<file path="config.mk">
export PLATFORM = sky130hd
export DESIGN_NAME = tts_trail_sink
export DESIGN_NICKNAME = d
export VERILOG_FILES = /design/src/shared/tts_pkg.sv /design/src/logic/tts_trail_sink.sv /design/src/logic/tts_persist.sv
export SDC_FILE = /design/constraint.sdc
export NUM_CORES = 2
export LEC_CHECK = 0
export CORE_UTILIZATION = 25
export CTS_CLUSTER_DIAMETER = 80
export CTS_CLUSTER_SIZE = 16
export DETAILED_ROUTE_END_ITERATION = 12
export DONT_BUFFER_PORTS = 1
export PLACE_DENSITY = 0.45
export SLEW_MARGIN = 20
export SYNTH_ARGS = -nofsm -noshare
export SYNTH_HDL_FRONTEND = slang
export SYNTH_SLANG_ARGS = --single-unit
</file>
<file path="constraint.sdc">
create_clock -name CLK -period 3.7 [get_ports CLK]
set_input_delay 0.74 -clock CLK [delete_from_list [all_inputs] [get_ports CLK]]
set_output_delay 0.74 -clock CLK [all_outputs]
set_load 0.03 [all_outputs]
</file>
<file path="src/shared/tts_pkg.sv">
// Notes on behaviour
// - Even parity per bit over the whole previous frame, compared with received B3.
// - Errored TC block when own error count differs from incoming code count.
// - Errored VC block when own parity comparison finds any error.
// - B3 and error code of this frame describe the previous frame.
// - Bits 1-4 of N1: codes 0..8 mean that many errors, others zero.
// - Trace identifier from N1 bits 7-8 in frames 9-72, accepted value output.
// - Only the mode without legacy tandem equipment is supported.
// - Remote error from N1 bit 5; remote defect from frame 73 bit 8.
// - Outgoing error from N1 bit 6; outgoing defect from frame 74 bit 7.
// - Search N1 bits 7-8 for the alignment word, then check its position.
// - Two consecutive errored alignment words give out-of-multiframe.
// - One clean alignment word returns to in-multiframe.
// - Outgoing N1 byte is overwritten with zeros.
// - Outgoing B3 is compensated whenever N1 is rewritten.
// - Unequipped after five frames of zero N1, cleared after five non-zero.
// - Loss of tandem connection exactly while out of multiframe.
// - Trace mismatch detected and cleared within one second without errors.
// - Trace mismatch held inactive while server signal fail is asserted.
// - Management bit disables trace mismatch detection.
// - Incoming alarm after five frames of code 1110, cleared after five others.
// - Remote and outgoing defect indications derived from recovered bits.
// - New B3 is XOR of old and new B3 and N1 of last frame and B3.
// - All-ones output within 250 us of alarm request, stop within 250 us.
package tts_pkg;
    localparam logic [9:0] B3_POS = 10'h055;
    localparam logic [9:0] N1_POS = 10'h2A8;
    localparam logic [6:0] MF_LEN = 7'h4C;
    localparam logic [6:0] FAS_LAST = 7'h08;
    localparam logic [6:0] TI_FIRST = 7'h09;
    localparam logic [6:0] TI_LAST = 7'h48;
    localparam logic [6:0] RDI_FRAME = 7'h49;
    localparam logic [6:0] ODI_FRAME = 7'h4A;
    localparam logic [15:0] FAS_WORD = 16'hFFFE;
    localparam logic [3:0] INC_AIS_CODE = 4'hE;
    localparam logic [7:0] N1_TERM = 8'h00;
    localparam logic [7:0] AIS_BYTE = 8'hFF;
    localparam int PERSIST_FRAMES = 5;
    localparam logic [1:0] TI_ACCEPT = 2'h3;
    localparam int AIS_MAX_US = 250;
    localparam int TIM_MAX_MS = 1000;
    localparam logic [5:0] REG_CTRL = 6'h00;
    localparam logic [5:0] REG_STATUS = 6'h04;
    localparam logic [5:0] REG_EXP_TI = 6'h10;
    localparam logic [5:0] REG_ACC_TI = 6'h20;
    localparam int CTRL_TIM_DIS = 0;
    localparam int ST_UNEQ = 0;
    localparam int ST_LTC = 1;
    localparam int ST_TIM = 2;
    localparam int ST_RDI = 3;
    localparam int ST_ODI = 4;
    localparam int ST_IAIS = 5;
    localparam int ST_AIS = 6;
    localparam int ST_IM = 7;

    function automatic logic [3:0] tts_popcount(input logic [7:0] v);
        logic [3:0] n;
        n = 4'h0;
        for (int i = 0; i < 8; i++) begin
            n = n + {3'h0, v[i]};
        end
        return n;
    endfunction : tts_popcount

    function automatic logic [3:0] tts_iec_errors(input logic [3:0] code);
        return (code <= 4'h8) ? code : 4'h0;
    endfunction : tts_iec_errors

    function automatic logic [31:0] tts_be_merge(input logic [31:0] old,
                                                 input logic [31:0] wdat,
                                                 input logic [3:0] be);
        logic [31:0] r;
        r = old;
        for (int i = 0; i < 4; i++) begin
            if (be[i]) begin
                r[8*i +: 8] = wdat[8*i +: 8];
            end
        end
        return r;
    endfunction : tts_be_merge
endpackage : tts_pkg

</file>
<file path="src/logic/tts_trail_sink.sv">
`timescale 1ns/1ps
`default_nettype none
module tts_trail_sink
    import tts_pkg::*;
(
    input wire logic CLK,
    input wire logic RST,
    input wire logic IN_CK,
    input wire logic [7:0] IN_D,
    input wire logic IN_FS,
    input wire logic SERVER_SIGNAL_FAIL,
    input wire logic [5:0] AVS_ADDRESS,
    input wire logic AVS_READ,
    input wire logic AVS_WRITE,
    input wire logic [31:0] AVS_WRITEDATA,
    input wire logic [3:0] AVS_BYTEENABLE,
    output logic [31:0] AVS_READDATA,
    output logic AVS_WAITREQUEST,
    output logic OUT_CK,
    output logic [7:0] OUT_D,
    output logic OUT_FS,
    output logic [127:0] ACCEPTED_TRACE_ID,
    output logic TC_UNEQUIPPED_DEFECT,
    output logic TC_CONNECTION_LOSS_DEFECT,
    output logic TRACE_MISMATCH_DEFECT,
    output logic FAR_DEFECT_INDICATION_DEFECT,
    output logic FAR_OUTGOING_DEFECT_DEFECT,
    output logic INCOMING_ALARM_DEFECT,
    output logic ALARM_INSERT_REQUEST,
    output logic NEAR_ERRORED_TC_BLOCK,
    output logic NEAR_ERRORED_VC_BLOCK,
    output logic FAR_ERRORED_TC_BLOCK,
    output logic FAR_ERRORED_VC_BLOCK
);
    logic ck_s1_reg, ck_s2_reg, ck_s3_reg;
    logic fs_s1_reg, fs_s2_reg, ssf_s1_reg, ssf_s2_reg;
    logic [7:0] d_s1_reg, d_s2_reg;
    logic byte_stb, n1_stb, is_b3, is_n1, started_reg, prev_valid_reg;
    logic [9:0] pos_reg, pos_next;
    logic [7:0] acc_reg, bip_prev_reg;
    logic [3:0] err_cnt_reg, iec_cnt;
    logic [7:0] b3_orig_prev_reg, b3_new_prev_reg, n1_orig_prev_reg;
    logic [7:0] b3_next, out_d_reg;
    logic out_ck_reg, out_fs_reg;
    logic near_tc_reg, near_vc_reg, far_tc_reg, far_vc_reg;
    logic in_mf_reg, miss_reg;
    logic [6:0] mf_cnt_reg, mf_cnt_next;
    logic [15:0] mf_shift_reg, mf_shift_next;
    logic [127:0] rx_ti_reg, rx_ti_next, cand_ti_reg, acc_ti_reg;
    logic [127:0] exp_ti_reg;
    logic [1:0] match_reg;
    logic tim_reg, tim_dis_reg, ais_req;
    logic uneq, iais, rdi, odi;
    logic ack_reg, wr_take;
    logic [31:0] rd_mux, rd_data_reg;

    // Link pins are sampled twice before use; the link clock is only a level.
    always_ff @(posedge CLK) begin
        if (RST) begin
            ck_s1_reg <= 1'b0;
            ck_s2_reg <= 1'b0;
            ck_s3_reg <= 1'b0;
            fs_s1_reg <= 1'b0;
            fs_s2_reg <= 1'b0;
            ssf_s1_reg <= 1'b0;
            ssf_s2_reg <= 1'b0;
            d_s1_reg <= 8'h00;
            d_s2_reg <= 8'h00;
        end else begin
            ck_s1_reg <= IN_CK;
            ck_s2_reg <= ck_s1_reg;
            ck_s3_reg <= ck_s2_reg;
            fs_s1_reg <= IN_FS;
            fs_s2_reg <= fs_s1_reg;
            ssf_s1_reg <= SERVER_SIGNAL_FAIL;
            ssf_s2_reg <= ssf_s1_reg;
            d_s1_reg <= IN_D;
            d_s2_reg <= d_s1_reg;
        end
    end

    assign byte_stb = ck_s2_reg & ~ck_s3_reg;
    assign pos_next = fs_s2_reg ? 10'h000 : pos_reg + 10'h001;
    assign is_b3 = started_reg && (pos_next == B3_POS);
    assign is_n1 = started_reg && (pos_next == N1_POS);
    assign n1_stb = byte_stb && is_n1;

    always_ff @(posedge CLK) begin
        if (RST) begin
            pos_reg <= 10'h000;
            started_reg <= 1'b0;
            prev_valid_reg <= 1'b0;
        end else if (byte_stb) begin
            pos_reg <= pos_next;
            if (fs_s2_reg) begin
                started_reg <= 1'b1;
                prev_valid_reg <= started_reg;
            end
        end
    end

    // Parity runs over the incoming bytes as received, B3 and N1 included.
    always_ff @(posedge CLK) begin
        if (RST) begin
            acc_reg <= 8'h00;
            bip_prev_reg <= 8'h00;
            err_cnt_reg <= 4'h0;
        end else if (byte_stb) begin
            if (fs_s2_reg) begin
                bip_prev_reg <= acc_reg;
                acc_reg <= d_s2_reg;
            end else begin
                acc_reg <= acc_reg ^ d_s2_reg;
            end
            if (is_b3) begin
                err_cnt_reg <= tts_popcount(bip_prev_reg ^ d_s2_reg);
            end
        end
    end

    assign iec_cnt = tts_iec_errors(d_s2_reg[7:4]);

    always_ff @(posedge CLK) begin
        if (RST) begin
            near_tc_reg <= 1'b0;
            near_vc_reg <= 1'b0;
            far_tc_reg <= 1'b0;
            far_vc_reg <= 1'b0;
        end else begin
            near_tc_reg <= n1_stb && prev_valid_reg &&
                           (iec_cnt != err_cnt_reg);
            near_vc_reg <= n1_stb && prev_valid_reg &&
                           (err_cnt_reg != 4'h0);
            far_tc_reg <= n1_stb && d_s2_reg[3];
            far_vc_reg <= n1_stb && d_s2_reg[2];
        end
    end

    assign b3_next = d_s2_reg ^ b3_orig_prev_reg ^ b3_new_prev_reg ^
                     n1_orig_prev_reg ^ N1_TERM;

    always_ff @(posedge CLK) begin
        if (RST) begin
            b3_orig_prev_reg <= 8'h00;
            b3_new_prev_reg <= 8'h00;
            n1_orig_prev_reg <= 8'h00;
        end else if (byte_stb) begin
            if (is_b3) begin
                b3_orig_prev_reg <= d_s2_reg;
                b3_new_prev_reg <= b3_next;
            end
            if (is_n1) begin
                n1_orig_prev_reg <= d_s2_reg;
            end
        end
    end

    // The output clock follows one cycle behind the data so the far side
    // always sees settled data at its rising edge.
    always_ff @(posedge CLK) begin
        if (RST) begin
            out_d_reg <= 8'h00;
            out_fs_reg <= 1'b0;
            out_ck_reg <= 1'b0;
        end else begin
            out_ck_reg <= ck_s3_reg;
            if (byte_stb) begin
                out_fs_reg <= fs_s2_reg;
                if (ais_req) begin
                    out_d_reg <= AIS_BYTE;
                end else if (is_n1) begin
                    out_d_reg <= N1_TERM;
                end else if (is_b3) begin
                    out_d_reg <= b3_next;
                end else begin
                    out_d_reg <= d_s2_reg;
                end
            end
        end
    end

    assign mf_shift_next = {mf_shift_reg[13:0], d_s2_reg[1], d_s2_reg[0]};
    assign mf_cnt_next = (mf_cnt_reg == MF_LEN) ? 7'h01 : mf_cnt_reg + 7'h01;

    // Search anywhere while out of multiframe, check only at frame 8 when in.
    always_ff @(posedge CLK) begin
        if (RST) begin
            in_mf_reg <= 1'b0;
            miss_reg <= 1'b0;
            mf_cnt_reg <= 7'h01;
            mf_shift_reg <= 16'h0000;
        end else if (n1_stb) begin
            mf_shift_reg <= mf_shift_next;
            if (!in_mf_reg) begin
                if (mf_shift_next == FAS_WORD) begin
                    in_mf_reg <= 1'b1;
                    mf_cnt_reg <= FAS_LAST;
                    miss_reg <= 1'b0;
                end
            end else begin
                mf_cnt_reg <= mf_cnt_next;
                if (mf_cnt_next == FAS_LAST) begin
                    if (mf_shift_next == FAS_WORD) begin
                        miss_reg <= 1'b0;
                    end else if (miss_reg) begin
                        in_mf_reg <= 1'b0;
                        miss_reg <= 1'b0;
                    end else begin
                        miss_reg <= 1'b1;
                    end
                end
            end
        end
    end

    assign rx_ti_next = {rx_ti_reg[125:0], d_s2_reg[1], d_s2_reg[0]};

    // Acceptance needs three identical multiframes; at 9.5 ms each the
    // mismatch verdict settles far inside one second.
    always_ff @(posedge CLK) begin
        if (RST) begin
            rx_ti_reg <= 128'h0;
            cand_ti_reg <= 128'h0;
            acc_ti_reg <= 128'h0;
            match_reg <= 2'h0;
        end else if (n1_stb && in_mf_reg && mf_cnt_next >= TI_FIRST &&
                     mf_cnt_next <= TI_LAST) begin
            rx_ti_reg <= rx_ti_next;
            if (mf_cnt_next == TI_LAST) begin
                if (rx_ti_next != cand_ti_reg) begin
                    cand_ti_reg <= rx_ti_next;
                    match_reg <= 2'h1;
                end else if (match_reg != TI_ACCEPT) begin
                    match_reg <= match_reg + 2'h1;
                    if (match_reg == TI_ACCEPT - 2'h1) begin
                        acc_ti_reg <= cand_ti_reg;
                    end
                end
            end
        end
    end

    always_ff @(posedge CLK) begin
        if (RST) begin
            tim_reg <= 1'b0;
        end else begin
            tim_reg <= (acc_ti_reg != exp_ti_reg) && !ssf_s2_reg &&
                       !tim_dis_reg;
        end
    end

    tts_persist #(.N(PERSIST_FRAMES)) u_uneq (
        .clk(CLK),
        .rst(RST),
        .sample(n1_stb),
        .value(d_s2_reg == 8'h00),
        .level(uneq)
    );

    tts_persist #(.N(PERSIST_FRAMES)) u_iais (
        .clk(CLK),
        .rst(RST),
        .sample(n1_stb),
        .value(d_s2_reg[7:4] == INC_AIS_CODE),
        .level(iais)
    );

    tts_persist #(.N(PERSIST_FRAMES)) u_rdi (
        .clk(CLK),
        .rst(RST),
        .sample(n1_stb && in_mf_reg && mf_cnt_next == RDI_FRAME),
        .value(d_s2_reg[0]),
        .level(rdi)
    );

    tts_persist #(.N(PERSIST_FRAMES)) u_odi (
        .clk(CLK),
        .rst(RST),
        .sample(n1_stb && in_mf_reg && mf_cnt_next == ODI_FRAME),
        .value(d_s2_reg[1]),
        .level(odi)
    );

    assign ais_req = uneq || tim_reg || !in_mf_reg;

    // Register slave: one wait cycle, then the answer stands for one cycle.
    assign AVS_WAITREQUEST = (AVS_READ || AVS_WRITE) && !ack_reg;
    assign wr_take = AVS_WRITE && ack_reg;

    always_ff @(posedge CLK) begin
        if (RST) begin
            ack_reg <= 1'b0;
        end else begin
            ack_reg <= (AVS_READ || AVS_WRITE) && !ack_reg;
        end
    end

    always_ff @(posedge CLK) begin
        if (RST) begin
            tim_dis_reg <= 1'b0;
            exp_ti_reg <= 128'h0;
        end else if (wr_take) begin
            if (AVS_ADDRESS[5:2] == REG_CTRL[5:2] && AVS_BYTEENABLE[0]) begin
                tim_dis_reg <= AVS_WRITEDATA[CTRL_TIM_DIS];
            end
            for (int k = 0; k < 4; k++) begin
                if (AVS_ADDRESS[5:2] == REG_EXP_TI[5:2] + 4'(k)) begin
                    exp_ti_reg[127 - 32*k -: 32] <= tts_be_merge(
                        exp_ti_reg[127 - 32*k -: 32], AVS_WRITEDATA,
                        AVS_BYTEENABLE);
                end
            end
        end
    end

    always_comb begin
        rd_mux = 32'h0;
        if (AVS_ADDRESS[5:2] == REG_CTRL[5:2]) begin
            rd_mux[CTRL_TIM_DIS] = tim_dis_reg;
        end
        if (AVS_ADDRESS[5:2] == REG_STATUS[5:2]) begin
            rd_mux[ST_UNEQ] = uneq;
            rd_mux[ST_LTC] = !in_mf_reg;
            rd_mux[ST_TIM] = tim_reg;
            rd_mux[ST_RDI] = rdi;
            rd_mux[ST_ODI] = odi;
            rd_mux[ST_IAIS] = iais;
            rd_mux[ST_AIS] = ais_req;
            rd_mux[ST_IM] = in_mf_reg;
        end
        for (int k = 0; k < 4; k++) begin
            if (AVS_ADDRESS[5:2] == REG_EXP_TI[5:2] + 4'(k)) begin
                rd_mux = exp_ti_reg[127 - 32*k -: 32];
            end
            if (AVS_ADDRESS[5:2] == REG_ACC_TI[5:2] + 4'(k)) begin
                rd_mux = acc_ti_reg[127 - 32*k -: 32];
            end
        end
    end

    always_ff @(posedge CLK) begin
        if (RST) begin
            rd_data_reg <= 32'h0;
        end else if (AVS_READ && !ack_reg) begin
            rd_data_reg <= rd_mux;
        end
    end

    assign AVS_READDATA = rd_data_reg;
    assign OUT_CK = out_ck_reg;
    assign OUT_D = out_d_reg;
    assign OUT_FS = out_fs_reg;
    assign ACCEPTED_TRACE_ID = acc_ti_reg;
    assign TC_UNEQUIPPED_DEFECT = uneq;
    assign TC_CONNECTION_LOSS_DEFECT = !in_mf_reg;
    assign TRACE_MISMATCH_DEFECT = tim_reg;
    assign FAR_DEFECT_INDICATION_DEFECT = rdi;
    assign FAR_OUTGOING_DEFECT_DEFECT = odi;
    assign INCOMING_ALARM_DEFECT = iais;
    assign ALARM_INSERT_REQUEST = ais_req;
    assign NEAR_ERRORED_TC_BLOCK = near_tc_reg;
    assign NEAR_ERRORED_VC_BLOCK = near_vc_reg;
    assign FAR_ERRORED_TC_BLOCK = far_tc_reg;
    assign FAR_ERRORED_VC_BLOCK = far_vc_reg;

    a_oom_two_miss: assert property (@(posedge CLK) disable iff (RST)
        n1_stb && in_mf_reg && mf_cnt_next == FAS_LAST && miss_reg &&
        mf_shift_next != FAS_WORD |=> TC_CONNECTION_LOSS_DEFECT)
        else $error("Alignment not lost after two errored words.");
    a_im_clean_word: assert property (@(posedge CLK) disable iff (RST)
        n1_stb && !in_mf_reg && mf_shift_next == FAS_WORD
        |=> !TC_CONNECTION_LOSS_DEFECT && mf_cnt_reg == FAS_LAST)
        else $error("Alignment not regained on a clean word.");
    a_n1_zeroed: assert property (@(posedge CLK) disable iff (RST)
        byte_stb && is_n1 && !ais_req |=> OUT_D == 8'h00)
        else $error("Outgoing N1 not zero.");
    a_ais_fill: assert property (@(posedge CLK) disable iff (RST)
        byte_stb && ALARM_INSERT_REQUEST |=> OUT_D == 8'hFF)
        else $error("Alarm fill missing.");
    a_tim_ssf_hold: assert property (@(posedge CLK) disable iff (RST)
        ssf_s2_reg [*2] |-> !TRACE_MISMATCH_DEFECT)
        else $error("Mismatch active under server fail.");
    a_tim_disabled: assert property (@(posedge CLK) disable iff (RST)
        $past(tim_dis_reg) |-> !TRACE_MISMATCH_DEFECT)
        else $error("Mismatch active while disabled.");
    a_near_tc_flag: assert property (@(posedge CLK) disable iff (RST)
        n1_stb && prev_valid_reg && iec_cnt != err_cnt_reg
        |=> NEAR_ERRORED_TC_BLOCK ##1 !NEAR_ERRORED_TC_BLOCK)
        else $error("Errored TC block not flagged for one cycle.");
    a_vc_block_flag: assert property (@(posedge CLK) disable iff (RST)
        NEAR_ERRORED_VC_BLOCK |-> $past(err_cnt_reg) != 4'h0 &&
        $past(n1_stb))
        else $error("Errored VC block without parity errors.");
    a_b3_comp: assert property (@(posedge CLK) disable iff (RST)
        byte_stb && is_b3 && !ais_req |=> OUT_D == ($past(d_s2_reg) ^
        $past(b3_orig_prev_reg) ^ $past(b3_new_prev_reg) ^
        $past(n1_orig_prev_reg)))
        else $error("B3 compensation wrong.");
endmodule : tts_trail_sink
`default_nettype wire

</file>
<file path="src/logic/tts_persist.sv">
`timescale 1ns/1ps
`default_nettype none
module tts_persist #(
    parameter int unsigned N = 5
) (
    input wire logic clk,
    input wire logic rst,
    input wire logic sample,
    input wire logic value,
    output logic level
);
    logic level_reg;
    logic [3:0] cnt_reg;

    // A level flips only after N agreeing samples in a row.
    always_ff @(posedge clk) begin
        if (rst) begin
            level_reg <= 1'b0;
            cnt_reg <= 4'h0;
        end else if (sample) begin
            if (value == level_reg) begin
                cnt_reg <= 4'h0;
            end else if (cnt_reg == 4'(N - 1)) begin
                level_reg <= value;
                cnt_reg <= 4'h0;
            end else begin
                cnt_reg <= cnt_reg + 4'h1;
            end
        end
    end

    assign level = level_reg;
endmodule : tts_persist
`default_nettype wire

</file>
==> flow_summary.yaml <==
sta:
  slew_headroom: -0.100
  slew_violations: 105
  clock_skew_ns: 0.0581
  holdWs_ns: 0.214
  finalCritPeriodShare: 0.903
  max_freq_mhz: 299
  setup_tns_ns: 0
  setup_viol_count_final: 0
  hold_viol: 0
  rsz0062_at_grt: "no"
  worst_pin_slew_ns: 1.65
  final.min_clock_period_ns: 3.34
synth:
  synth_cell_type_count: 74
  syn_inst: 3562
  synth_flop_cell: "dfxtp_1"
  avgSynthCellArea_sq_um: 8.64
  ys_seq_elements: 681
  synth.most_common_cell: "dfxtp_1"
  synth_warnings: 0
  synth-seq-area-share: 0.443
  synth-edff-count: 0
  synth.largest_area_cell: "dfxtp_1"
  syn_area_sq_um: 30800
  synthTopCellsByCount: "dfxtp_1, a21oi_1, o21ai_0"
  synth_fp_nets: 3641
  synthTopCellsByArea: "dfxtp_1, mux2i_1, a21oi_1"
  netlist.area_leader.share: 0.443
  async_flop_share: 0
die:
  core_sq_um: 122000
  start_util: 0.252
  placementRows: 128
  ios: 239
  floorplan.die_area_sq_um: 124000
  die_h_microns: 353
  die_w_microns: 353
clock_tree:
  cts_buffers: 50
  cts_htree_levels: 2
  cts_hold_buffers: 0
  post_cts_resized: 0
  post-cts-setup-buffer-count: 0
  cts_tree: "yes"
  cts-root-buf: "clkbuf_16"
  clk_latency_ns: 0.65
  cts_sinks: 681
  clock_path_buffers: 3
  clk_pin_slew_ns: 0.08
global_route:
  track_usage: 0.209
  grt_antenna_before_repair: 6
  grt_pass1_vias: 25243
  grt_pass1_wl_microns: 192000
  grt_overflow: 0
  grt_max_degree: 530
drt:
  highest_layer: "met5"
  dr.pass1.iters: 9
  via_per_inst: 5.24
  wirelength_met1_microns: 57900
  ant_nets: 0
  wl_per_cell_microns: 26.2
  met2_length_microns: 57200
  wl_met3_microns: 14200
  drt_iter0_drc: 2913
  route.detailed.drc: 0
  route.final.wire_length_microns: 135000
  via_count: 26914
setup_path:
  r2r_slack_ns: 0.36
  start_kind: "register"
  critPathMaxFanout: 28
  r2r_cells: 9
  reg2reg_from: "pos_reg[0]$_SDFFE_PP0P_"
  r2r-end: "ACCEPTED_TRACE_ID[27]$_SDFFE_PP0P_"
  crit_path_end_kind: "register"
  crit_type: "reg2reg"
  critPathRequiredTime_ns: 4.24
  crit_arrival_ns: 3.88
hold_path:
  whs_endpoint: "d_s1_reg[0]$_SDFF_PP0_"
  hold_path.class: "in2reg"
  hold_depth: 1
  hold_path_startpoint: "RST"
finish:
  area_growth_pct: 12.2
  drive_gt1_frac: 0.0746
  multiInputGateArea_sq_um: 15800
  fin_cells: 5138
  fillers: 13078
  seqCellArea_sq_um: 13600
  nets: 3581
run_status:
  violations: "slew limit"
  status: "finished with violations"
placement:
  dp_hpwl_microns: 97700
  place_congestion: 0.953
  dp_cells: 5075
  io_buffers: 0
pwr:
  power_density_nw_per_um2: 386
  p_leak_nw: 13.0
  ir_drop_v: 0.000326
flow_run:
  drv_cap: 0
[report_power, final]
group	total [mW]	internal, mW	leakage (nW)	switching [mW]
clock	5.34	2.45	0.668	2.89
combinational	0.503	0.142	6.83	0.361
sequential	7.47	7.37	5.49	0.103
total	13.3	9.96	13.0	3.36
[layout by cell type (no fill, tap or decap), types with 129 or more instances in the layout]
cell type	count
nand2_1	330
mux2i_1	251
nand3_1	195
dfxtp_1	681
a21oi_1	393
xor2_1	174
xnor2_1	129
buf_4	159
o21ai_0	360
nor2_1	226
[per-stage QoR]
| stage | total power [mW] | util | worst slack [ns] | area, sq um |
|---|---|---|---|---|
| 2_1_floorplan | 8.01 | - | 0.394 | 30800 |
| 3_3_place_gp | 8.14 | 0.272 | 0.391 | 33100 |
| 3_5_place_dp | 8.14 | 0.272 | 0.394 | 33100 |
| 4_1_cts | 13.4 | 0.283 | 0.338 | 34500 |
| 5_1_grt | 13.7 | 0.283 | 0.108 | 34500 |
| 6_report | 13.3 | 0.283 | 0.359 | 34500 |
[worst max-delay path: stages, from the launching register on]
cell and delay (ns):
dfxtp_1 0.38, ha_1 0.32, or4b_1 0.54, a2111oi_4 0.43
and3_4 0.37, and4b_4 0.41, buf_12 0.21, buf_12 0.21
nand3_1 0.16, a21oi_1 0.18
[how the worst max path moves through the flow]
| stage | start | to | slack (ns) | cells past startpoint |
|---|---|---|---|---|
| 4_1_cts | d_s2_reg[0]$_SDFF_PP0_ | match_reg[1]$_SDFFE_PP0P_ | 0.34 | 9 |
| 3_5_place_dp | d_s2_reg[0]$_SDFF_PP0_ | cand_ti_reg[53]$_SDFFE_PP0P_ | 0.39 | 10 |
| 3_3_place_gp | d_s2_reg[0]$_SDFF_PP0_ | cand_ti_reg[53]$_SDFFE_PP0P_ | 0.39 | 10 |
| 2_1_floorplan | d_s2_reg[1]$_SDFF_PP0_ | err_cnt_reg[2]$_SDFFE_PP0P_ | 0.39 | 11 |
| 5_1_grt | mf_cnt_reg[0]$_SDFFE_PP1P_ | ACCEPTED_TRACE_ID[72]$_SDFFE_PP0P_ | 0.11 | 12 |
| 6_report | pos_reg[0]$_SDFFE_PP0P_ | ACCEPTED_TRACE_ID[27]$_SDFFE_PP0P_ | 0.36 | 9 |
[layout make-up]
cell class                 instances  area share
antenna                            2    0.000145
clock buffer                      51      0.0364
clock inverter                    10     0.00312
inverter                          36     0.00399
multi-input combinational       2555       0.457
sequential                       681       0.395
tap                             1625      0.0589
timing repair buffer             178      0.0456
[logic make-up (layout without fill, tap and decap cells)]
logic type / after synthesis / in the layout / share of synthesized area
buffers and inverters: 326 / 275 / 0.0471
and+or+nand+nor: 1059 / 1059 / 0.165
DFF: 681 / 681 / 0.443
AOI/OAI and AO/OA: 919 / 919 / 0.166
xor gates and xnor gates: 303 / 303 / 0.0863
other: 0 / 2 / 0
adders and majority gates: 22 / 22 / 0.00993
muxes: 252 / 252 / 0.0820
[routing by layer]
metal / vias to the layer above / GRT usage
li1: 12440 / -
met1: 13199 / 0.278
met2: 1073 / 0.311
met3: 200 / 0.0663
met4: 2 / 0.0817
met5: - / 0
Power figures use the tool's default switching activity.
